$ cat src/verilog/fsbp_params.svh
// constants for the flash status and block-protect block
// assumes one 200 MHz core clock and a command front end that decodes the serial protocol
// Function
// array spans 0000_0000h..07ff_ffffh as 2048 sectors, each 2x32KB and 16x4KB subsectors
// host reads status with read-status and changes it with write-status
// control bit 7 set and write-protect low freezes nonvolatile bits, ignores write-status
// only raising write-protect pin leaves hardware protection
// bit 7 is nonvolatile write-disable control, default 0 allows status writes
// bit 5 selects top (0, default) or bottom (1) anchored protected range
// four-bit protection level in bits 6,4:2; nonzero blocks program/erase in range
// level 0 none, 1..11 protect 2^(level-1) sectors, 12..15 protect all
// write enable latch bit 1 clears at power-up, set by write-enable command
// bit 0 is 1 during write-status, nonvolatile config write, program or erase
// status bit 0 is always the inverse of flag status ready bit 7
// die erase runs only when all protection bits are zero
// flag status bit 7 reads 0 while busy, 1 when ready
// write enable latch clears when a write operation completes or is rejected; code clears it in the cycle the command is taken
`ifndef FSBP_PARAMS_SVH
`define FSBP_PARAMS_SVH
`define FSBP_SR_WD_BIT      3'd7
`define FSBP_SR_BP3_BIT     3'd6
`define FSBP_SR_TB_BIT      3'd5
`define FSBP_SR_BP_LO_BIT   3'd2
`define FSBP_SR_WEL_BIT     3'd1
`define FSBP_SR_WIP_BIT     3'd0
`define FSBP_SR_NV_MASK     8'hfc
`define FSBP_SR_NV_RESET    8'h00
`define FSBP_FSR_RDY_BIT    3'd7
`define FSBP_SECTOR_LSB     5'd16
`define FSBP_SECTOR_W       11
`define FSBP_LAST_SECTOR    11'h7ff
`define FSBP_LEVEL_ALL      4'hc
`define FSBP_WRSR_TIME_NS   1000
`define FSBP_CLK_PERIOD_NS  5
`define FSBP_WRSR_CYCLES    ((`FSBP_WRSR_TIME_NS + `FSBP_CLK_PERIOD_NS - 1) / `FSBP_CLK_PERIOD_NS)
`endif

$ cat src/verilog/fsbp_pkg.sv
// types for the flash status and block-protect block
// assumes fsbp_params.svh is included by the design that uses these
package fsbp_pkg;
  typedef enum logic [2:0] {
    FSBP_CMD_NONE,
    FSBP_CMD_WREN,
    FSBP_CMD_WRDI,
    FSBP_CMD_WRSR,
    FSBP_CMD_PROG,
    FSBP_CMD_ERASE,
    FSBP_CMD_DIE_ERASE,
    FSBP_CMD_WRNVCR
  } fsbp_cmd_e;

  typedef enum logic [1:0] {
    FSBP_IDLE,
    FSBP_BUSY_SR,
    FSBP_BUSY_ARRAY
  } fsbp_state_e;

  typedef struct packed {
    fsbp_state_e state;
    logic [7:0]  nv_sr;
    logic        wel;
    logic [7:0]  sr_rd;
    logic        fsr_rdy;
    logic        hw_prot;
    logic        go;
    logic        reject;
    logic [7:0]  pend_sr;
    logic [15:0] cnt;
    logic        wp_m;
    logic        wp_s;
  } fsbp_state_s;
endpackage : fsbp_pkg

$ cat src/verilog/fsbp_status_protect.sv
// status register, write enable latch and block protection decode
// assumes a command decoder on core_clk_i issues one-cycle cmd_valid_i pulses
`include "fsbp_params.svh"
module fsbp_status_protect #(
  parameter int unsigned WRSR_CYCLES = `FSBP_WRSR_CYCLES
) (
  input  wire logic                  core_clk_i,
  input  wire logic                  sys_rst_i,
  input  wire logic                  write_protect_n_i,
  input  wire logic                  cmd_valid_i,
  input  wire fsbp_pkg::fsbp_cmd_e   cmd_i,
  input  wire logic [7:0]            cmd_wdata_i,
  input  wire logic [26:0]           cmd_addr_i,
  input  wire logic                  array_done_i,
  output logic [7:0]                 status_o,
  output logic                       flag_ready_o,
  output logic                       hw_protect_o,
  output logic                       array_go_o,
  output logic                       reject_o
);
  fsbp_pkg::fsbp_state_s st_r;
  fsbp_pkg::fsbp_state_s st_nxt;

  // true when the sector falls inside the protected range for this level and anchor
  function automatic logic sector_locked(input logic [3:0] lvl, input logic bottom,
                                         input logic [`FSBP_SECTOR_W-1:0] sec);
    logic [`FSBP_SECTOR_W-1:0] span;
    logic                      hit;
    span = '0;
    hit  = 1'b0;
    if (lvl == 4'h0) begin
      hit = 1'b0;
    end else if (lvl >= `FSBP_LEVEL_ALL) begin
      hit = 1'b1;
    end else begin
      span = `FSBP_SECTOR_W'(({{(`FSBP_SECTOR_W-1){1'b0}}, 1'b1} << (lvl - 4'h1)) - 1);
      if (bottom) begin
        hit = (sec <= span);
      end else begin
        hit = (sec >= (`FSBP_LAST_SECTOR - span));
      end
    end
    return hit;
  endfunction : sector_locked

  logic [3:0]                level;
  logic [`FSBP_SECTOR_W-1:0] sector;
  logic                      locked;
  logic                      busy;

  always_comb begin
    level  = {st_r.nv_sr[`FSBP_SR_BP3_BIT], st_r.nv_sr[4:2]};
    sector = cmd_addr_i[26:16];
    locked = sector_locked(level, st_r.nv_sr[`FSBP_SR_TB_BIT], sector);
    busy   = (st_r.state != fsbp_pkg::FSBP_IDLE);
  end

  always_comb begin
    st_nxt        = st_r;
    st_nxt.go     = 1'b0;
    st_nxt.reject = 1'b0;
    // pin is asynchronous to the core clock
    st_nxt.wp_m   = write_protect_n_i;
    st_nxt.wp_s   = st_r.wp_m;
    unique case (st_r.state)
      fsbp_pkg::FSBP_IDLE: begin
        if (cmd_valid_i) begin
          unique case (cmd_i)
            fsbp_pkg::FSBP_CMD_WREN: st_nxt.wel = 1'b1;
            fsbp_pkg::FSBP_CMD_WRDI: st_nxt.wel = 1'b0;
            fsbp_pkg::FSBP_CMD_WRSR: begin
              st_nxt.wel = 1'b0;
              if (!st_r.wel || st_r.hw_prot) begin
                st_nxt.reject = 1'b1;
              end else begin
                st_nxt.pend_sr = cmd_wdata_i & `FSBP_SR_NV_MASK;
                st_nxt.cnt     = 16'(WRSR_CYCLES);
                st_nxt.state   = fsbp_pkg::FSBP_BUSY_SR;
              end
            end
            fsbp_pkg::FSBP_CMD_PROG, fsbp_pkg::FSBP_CMD_ERASE: begin
              st_nxt.wel = 1'b0;
              if (!st_r.wel || locked) begin
                st_nxt.reject = 1'b1;
              end else begin
                st_nxt.go    = 1'b1;
                st_nxt.state = fsbp_pkg::FSBP_BUSY_ARRAY;
              end
            end
            fsbp_pkg::FSBP_CMD_DIE_ERASE: begin
              st_nxt.wel = 1'b0;
              if (!st_r.wel || level != 4'h0) begin
                st_nxt.reject = 1'b1;
              end else begin
                st_nxt.go    = 1'b1;
                st_nxt.state = fsbp_pkg::FSBP_BUSY_ARRAY;
              end
            end
            fsbp_pkg::FSBP_CMD_WRNVCR: begin
              st_nxt.wel = 1'b0;
              if (!st_r.wel) begin
                st_nxt.reject = 1'b1;
              end else begin
                st_nxt.go    = 1'b1;
                st_nxt.state = fsbp_pkg::FSBP_BUSY_ARRAY;
              end
            end
            default: begin
            end
          endcase
        end
      end
      fsbp_pkg::FSBP_BUSY_SR: begin
        // a protect event during the write cycle still blocks the commit
        if (st_r.cnt <= 16'h0001) begin
          if (!st_r.hw_prot) begin
            st_nxt.nv_sr = st_r.pend_sr;
          end
          st_nxt.state = fsbp_pkg::FSBP_IDLE;
        end else begin
          st_nxt.cnt = st_r.cnt - 16'h0001;
        end
      end
      fsbp_pkg::FSBP_BUSY_ARRAY: begin
        if (array_done_i) begin
          st_nxt.state = fsbp_pkg::FSBP_IDLE;
        end
      end
      default: st_nxt.state = fsbp_pkg::FSBP_IDLE;
    endcase
    // taken from the next bits so protection never shows with the control bit already cleared
    st_nxt.hw_prot = st_nxt.nv_sr[`FSBP_SR_WD_BIT] & ~st_r.wp_s;
    st_nxt.fsr_rdy = (st_nxt.state == fsbp_pkg::FSBP_IDLE);
    st_nxt.sr_rd   = (st_nxt.nv_sr & `FSBP_SR_NV_MASK)
                   | {6'h00, st_nxt.wel, ~st_nxt.fsr_rdy};
  end

  always_ff @(posedge core_clk_i) begin
    if (sys_rst_i) begin
      st_r         <= '0;
      st_r.state   <= fsbp_pkg::FSBP_IDLE;
      st_r.nv_sr   <= `FSBP_SR_NV_RESET;
      st_r.wel     <= 1'b0;
      st_r.fsr_rdy <= 1'b1;
      st_r.wp_m    <= 1'b1;
      st_r.wp_s    <= 1'b1;
    end else begin
      st_r <= st_nxt;
    end
  end

  always_comb begin
    status_o     = st_r.sr_rd;
    flag_ready_o = st_r.fsr_rdy;
    hw_protect_o = st_r.hw_prot;
    array_go_o   = st_r.go;
    reject_o     = st_r.reject;
  end

  logic unused_busy;
  assign unused_busy = busy;
endmodule : fsbp_status_protect

$ cat config.mk
export PLATFORM = sky130hd
export DESIGN_NAME = fsbp_status_protect
export DESIGN_NICKNAME = d
export VERILOG_FILES = /design/src/verilog/fsbp_pkg.sv /design/src/verilog/fsbp_status_protect.sv
export VERILOG_INCLUDE_DIRS = /design/src /design/src/verilog
export SDC_FILE = /design/constraint.sdc
export NUM_CORES = 1
export LEC_CHECK = 0
export BUFFER_PORTS_ARGS = -buffer_cell sky130_fd_sc_hd__buf_4
export CORE_MARGIN = 3
export CORE_UTILIZATION = 55
export DETAILED_ROUTE_END_ITERATION = 8
export PLACE_DENSITY = 0.81
export SLEW_MARGIN = 20
export SYNTH_ARGS = -nofsm -noshare
export SYNTH_HDL_FRONTEND = slang
export SYNTH_SLANG_ARGS = --single-unit
$ cat constraint.sdc
create_clock -name core_clk_i -period 4.4 [get_ports core_clk_i]
set_clock_uncertainty 0.2 [all_clocks]
set_input_delay 0.44 -clock core_clk_i [delete_from_list [all_inputs] [get_ports core_clk_i]]
set_output_delay 0.44 -clock core_clk_i [all_outputs]
set_load 0.005 [all_outputs]
* Word-level counts from Yosys, hierarchy flattened
Cells that the tools add are included.
** Storage, ports and cells
- Bits in registers :: 45
** Operators by class
- Add/subtract/negate cells :: 4
- $lt $le $gt $ge :: 4
- Equality and inequality tests :: 13
- Shift operators :: 1
- Muxes and demuxes :: 31
- Bitwise gates (word level) :: 7
- Reductions and logical operators :: 14
** Operators by type and width (count)
- 16-bit 2-to-1 mux :: 4
- 16-bit one-hot mux with 2 select lines :: 1
- 16-bit by 1-bit less-or-equal comparator with 1-bit output (second input constant) :: 1
- 8-bit 2-to-1 mux :: 2
- 16-bit by 1-bit subtractor with 16-bit output (second input constant) :: 1
- 3-bit == test (second input constant) :: 4
- 1-bit 2-to-1 mux :: 12
- 2-bit 2-to-1 mux :: 6
- 11-bit greater-or-equal comparator :: 1
- 11-bit less-or-equal comparator :: 1
- 1-bit by 4-bit left shift with 11-bit output (first input constant) :: 1
- 11-bit by 1-bit subtractor with 11-bit output (second input constant) :: 1
- 11-bit subtractor (first input constant) :: 1
- 10-bit 2-to-1 mux :: 1
- 8-bit by 2-bit OR with 8-bit output :: 1
- 2-bit one-hot mux with 4 select lines :: 1
- 3-bit by 2-bit == test with 1-bit output (second input constant) :: 2
- 2-bit != test (second input constant) :: 3
- 2-bit one-hot mux with 3 select lines :: 1
- 6-bit OR reduction :: 1
- 1-bit NOT :: 5
- 5-bit AND reduction :: 1
- 4-bit greater-or-equal comparator (second input constant) :: 1
- 2-bit zero test :: 2
- 17 further kinds :: 19

* Longest topological paths before layout
- Depth after elaboration :: 16
- Mapped depth :: 15
- Gate-level depth less buffers :: 14

* Least setup slack after synthesis
OpenSTA, ideal clock, no wires.
- Path type :: reg-to-reg
- Start point :: reg st_r (netlist bit level[1])
- End point :: reg st_r (netlist bit status_o[0])
- Arrival time :: 3.387 ns
- Data required time :: 4.080 ns
- Setup slack :: 0.694 ns
- Stages on the path, launching flop included :: 15
- Buffers on the path :: 1
- Cell sequence :: dfxtp_1 -> clkbuf_1 -> or2_2 -> or2_2 -> ha_1 -> inv_1 -> nand2_1 -> o32ai_1 -> ha_1 -> nor4_1 -> nand4_1 -> and3_1 -> o41a_1 -> or2_2 -> a211o_1
** On the way
- Word-level cells in the longest chain between the ends :: 16
- Elaborated cells between the ends (all ways) :: 22
- Classes of those cells :: add/sub: 3; order compare: 3; shift: 1; mux: 8; bitwise: 2; reduce/logical: 5
** RTL lines
- from (decl) :: RTL line fsbp_status_protect.sv:21 : fsbp_pkg::fsbp_state_s st_r;
- from (signal assigned) :: RTL line fsbp_status_protect.sv:148 : st_r <= st_nxt;
- 4-bit by 1-bit subtractor with 4-bit output :: RTL line fsbp_status_protect.sv:36 : span = `FSBP_SECTOR_W'(({{(`FSBP_SECTOR_W-1){1'b0}}, 1'b1} << (lvl - 4'h1)) - 1);
- 1-bit by 4-bit left shift with 11-bit output :: RTL line fsbp_status_protect.sv:36
- 11-bit by 1-bit subtractor with 11-bit output :: RTL line fsbp_status_protect.sv:36
- 11-bit subtractor (no line)
- 11-bit greater-or-equal comparator :: RTL line fsbp_status_protect.sv:40 : hit = (sec >= (`FSBP_LAST_SECTOR - span));
- 1-bit 2-to-1 mux :: RTL line fsbp_status_protect.sv:37 : if (bottom) begin
- 1-bit 2-to-1 mux :: RTL line fsbp_status_protect.sv:33 : end else if (lvl >= `FSBP_LEVEL_ALL) begin
- 1-bit 2-to-1 mux :: RTL line fsbp_status_protect.sv:31 : if (lvl == 4'h0) begin
- 1-bit logical OR :: RTL line fsbp_status_protect.sv:83 : if (!st_r.wel || locked) begin
- 2-bit 2-to-1 mux :: RTL line fsbp_status_protect.sv:83
- 2-bit one-hot mux with 4 select lines (*) :: RTL line fsbp_status_protect.sv:68 : unique case (cmd_i)
- 2-bit 2-to-1 mux (*) :: RTL line fsbp_status_protect.sv:67 : if (cmd_valid_i) begin
- 2-bit one-hot mux with 3 select lines (*) :: RTL line fsbp_status_protect.sv:65 : unique case (st_r.state)
- 2-bit zero test (*) :: RTL line fsbp_status_protect.sv:133 : st_nxt.fsr_rdy = (st_nxt.state == fsbp_pkg::FSBP_IDLE);
- 1-bit NOT (*) :: RTL line fsbp_status_protect.sv:135 : | {6'h00, st_nxt.wel, ~st_nxt.fsr_rdy};
- 8-bit by 2-bit OR with 8-bit output (*) :: RTL line fsbp_status_protect.sv:134 : st_nxt.sr_rd = (st_nxt.nv_sr & `FSBP_SR_NV_MASK)
Every way passes the cells marked *; elsewhere a longest branch is shown, timed or not.
A chain may end at the register's enable or synchronous reset.

* Worst setup path after layout
Same ends and word-level chain as after synthesis.

==> out/summary.txt <==
status: completed
# rows: 24
Comb power frac: 0.099
total power: 0.6554 mW
Post-DP Area: 2783 um^2
adder-cell area share of the yosys netlist: 0.1230
crit path time final: 4.055 ns
worst-path fanout max: 12
prevailing post-synth register cell: dfxtp_1
max-cap violation count: 0
Routed WL per cell: 13.07 um
Yosys Warn Count: 0
Placer Congestion: 0.8141
initial DRC count: 62
final hold vios: 0
Fmax: 246.6 MHz
Routed Antenna Nets: 0
sw power: 0.1509 mW
global-route usage over all layers: 0.1975
layout cells sized above 1: 0.1821
pin count of the biggest net entering global routing: 27
CTS Root Cell: clkbuf_8
maximum VDD drop: 0.0002161 V
Die Ht: 73.99 um
CTS sink count: 38
most frequent cells in the layout: nor2_1 (40), buf_4 (39), dfxtp_1 (38)
Sequential Power Share: 0.534
WP depth: 13
via count: 2151
post-route setup TNS: 0 ns
xor and xnor fraction of the mapped netlist area: 0.05512
P_int: 0.5045 mW
Clock Tree Buf Depth: 2
RR Endpoint: status_o[0]$_SDFF_PP0_
number of buffers created by CTS: 5
io pins: 55
Synth area leaders: dfxtp_1 (30%), ha_1 (12%), nor2_1 (5.9%)
CP Capture Type: flop
Area growth, synth to finish: 13.04%
number of global-route vias before repair: 1919
initial core utilization: 0.5760
Clock Latency Late Sink: 0.29 ns
Reg clk slew, reported paths: 0.07 ns
Final Cycle Share: 0.9216
Slew headroom: 0.2011
routed wire length: 5.059 mm
dominant combinational cell family by area after synthesis: simple AND/OR/NAND/NOR gates
Die W: 73.99 um
WHS Path Cells: 2
Worst Setup EP: status_o[0]$_SDFF_PP0_
Avg Cell Area, Syn: 8.228 um^2
Synthesized Nets: 377
hold buffers post-CTS: 0
postcts setup bufs: 0
Setup Viol. Count Final: 0
worst path arrival time: 4.04 ns
post-synthesis async set-or-reset flop share: 0
switch share: 0.2302
commonest non-fill, non-tap cell in the layout: nor2_1
post-synth top area share: 0.2992
post-cts gate resize count: 0
TritonCTS clock tree: built
fin. max-slew vios: 0
Buffers & Inverters on Critical Path: 1
Min-Delay Startpoint: write_protect_n_i
Slew @ Worst Pin: 1.187 ns
nets@finish: 402
RSZ-0062 raised after global routing: false
post-route cell area: 2874 um^2
startpoint types: flop
CORE AREA: 4414 um^2
DR pass1 iterations: 4
kind of critical path: flop to flop
antenna cell count: 0
H-tree depth: 2
Multi-input gate area: 1585 um^2
dpl hpwl: 3.873 mm
Required @ worst endpoint: 4.38 ns
Synth area leader: dfxtp_1
setup slack, reg-to-reg: 0.34 ns
post-synthesis simple-gate area fraction: 0.2352
clock power share: 0.368
Pwr Density: 228.1 nW/um^2
critical path's most frequent cell: or2_2
CP cell instances: or2_2, or2_2, ha_1, inv_1, nand2_1, o32ai_1, ha_1, nor4_1, nand4_1, and3_1, o41a_1, or2_2, a211o_1
Crit path largest cell delay: 0.42 ns
grt total ovfl: 0
die area: 5475 um^2
reg2reg path depth: 13
Post-synth EDFFs: 0
Seq/Total Area, Yosys: 0.2992
multiplexer share of the synthesized area: 0.02805
worst setup path startpoint: level[1]$_SDFFE_PP0P_
FF+latch count, synth: 38
CP max-delay cell: nor4_1
Mapped Cells: 309
Pleak: 1.257 nW
DR DRC count: 0
initial antenna violation count: 0
IO Port Bufs: 36
delay-heaviest family, CP: simple AND/OR/NAND/NOR gates
Filler cells: 372
Synth Area in Compound Gates: 0.1821
synthesized cell area: 2542 um^2
reg2reg start: level[1]$_SDFFE_PP0P_
via/cell ratio: 5.558
FF+latch area: 760.7 um^2
Hold/Removal Path Class: input port to flop
first-pass GRT wire length: 8.328 mm
post-synth cell types: 55
==> metrics by stage <==
step	util	hold slack, ns	worst slack (ns)	instances
floorplan	-	0.1763	0.6936	309
global placement	0.6304	0.1818	0.4735	379
detailed placement	0.6304	0.1874	0.4036	379
CTS	0.6511	0.1284	0.3562	387
global route	0.6511	0.1324	0.09875	387
finish	0.6511	0.1337	0.3448	387
==> power by group through the flow <==
stage	logic [mW]	clock network, mW	registers [mW]
after detailed placement	0.0646	0	0.358
after floorplan	0.0372	0	0.357
after global placement	0.0624	0	0.357
final	0.0647	0.241	0.350
after global routing	0.0724	0.261	0.350
after CTS	0.0648	0.250	0.350
==> per-layer routing <==
| metal | vias up | part of all wire | GRT usage |
|---|---|---|---|
| li1 | 1116 | - | - |
| met1 | 985 | 0.45 | 0.2521 |
| met2 | 44 | 0.48 | 0.3287 |
| met3 | 6 | 0.049 | 0.04595 |
| met4 | 0 | 0.014 | 0.06640 |
| met5 | - | 0 | 0 |
==> flip-flops by register name, indices dropped and copies added, names as in the netlist <==
register and cells:
level 4, array_go_o 1, reject_o 1, hw_protect_o 1, st_nxt 1, status_o 2, st_r 27, flag_ready_o 1
==> synthesized netlist by cell type (3+ instances only) <==
library cell and n:
a211oi_1 4, a21oi_1 15, a31oi_1 3, buf_4 8, clkbuf_1 11, dfxtp_1 38, ha_1 25, inv_1 21
mux2i_1 6, nand2_1 26, nand2b_1 6, nand4_1 4, nor2_1 40, nor2b_1 4, nor3_1 9, nor4_1 4
o2111ai_1 4, o211ai_1 6, o21ai_0 7, o21bai_1 3, or2_2 6, or4_1 3, xnor2_1 5, xor2_1 11
==> cell families (layout without fill, tap and decap cells) <==
kind of cell	count (synthesis)	count (layout)
xor+xnor	16	16
buf+inv	42	68
flops	38	38
compound gates	63	63
simple gates	118	118
mux	7	7
fa+ha+maj	25	25
==> area by class of cell <==
cell class / instances / area share
sequential: 38 / 0.2647
multi-input combinational: 229 / 0.5516
inverter: 21 / 0.02743
clock inverter: 1 / 0.001741
timing repair buffer: 39 / 0.1019
tap: 52 / 0.02264
clock buffer: 7 / 0.03004
==> worst min path at each step <==
stage                                    endpoint  slack, ns
after floorplan           hw_protect_o$_SDFF_PP0_       0.18
after global placement    hw_protect_o$_SDFF_PP0_       0.18
after detailed placement  hw_protect_o$_SDFF_PP0_       0.19
after CTS                    st_nxt[0]$_SDFF_PP1_       0.13
after global routing         st_nxt[0]$_SDFF_PP1_       0.13
final                        st_nxt[0]$_SDFF_PP1_       0.13
Power figures use the tool's default switching activity.
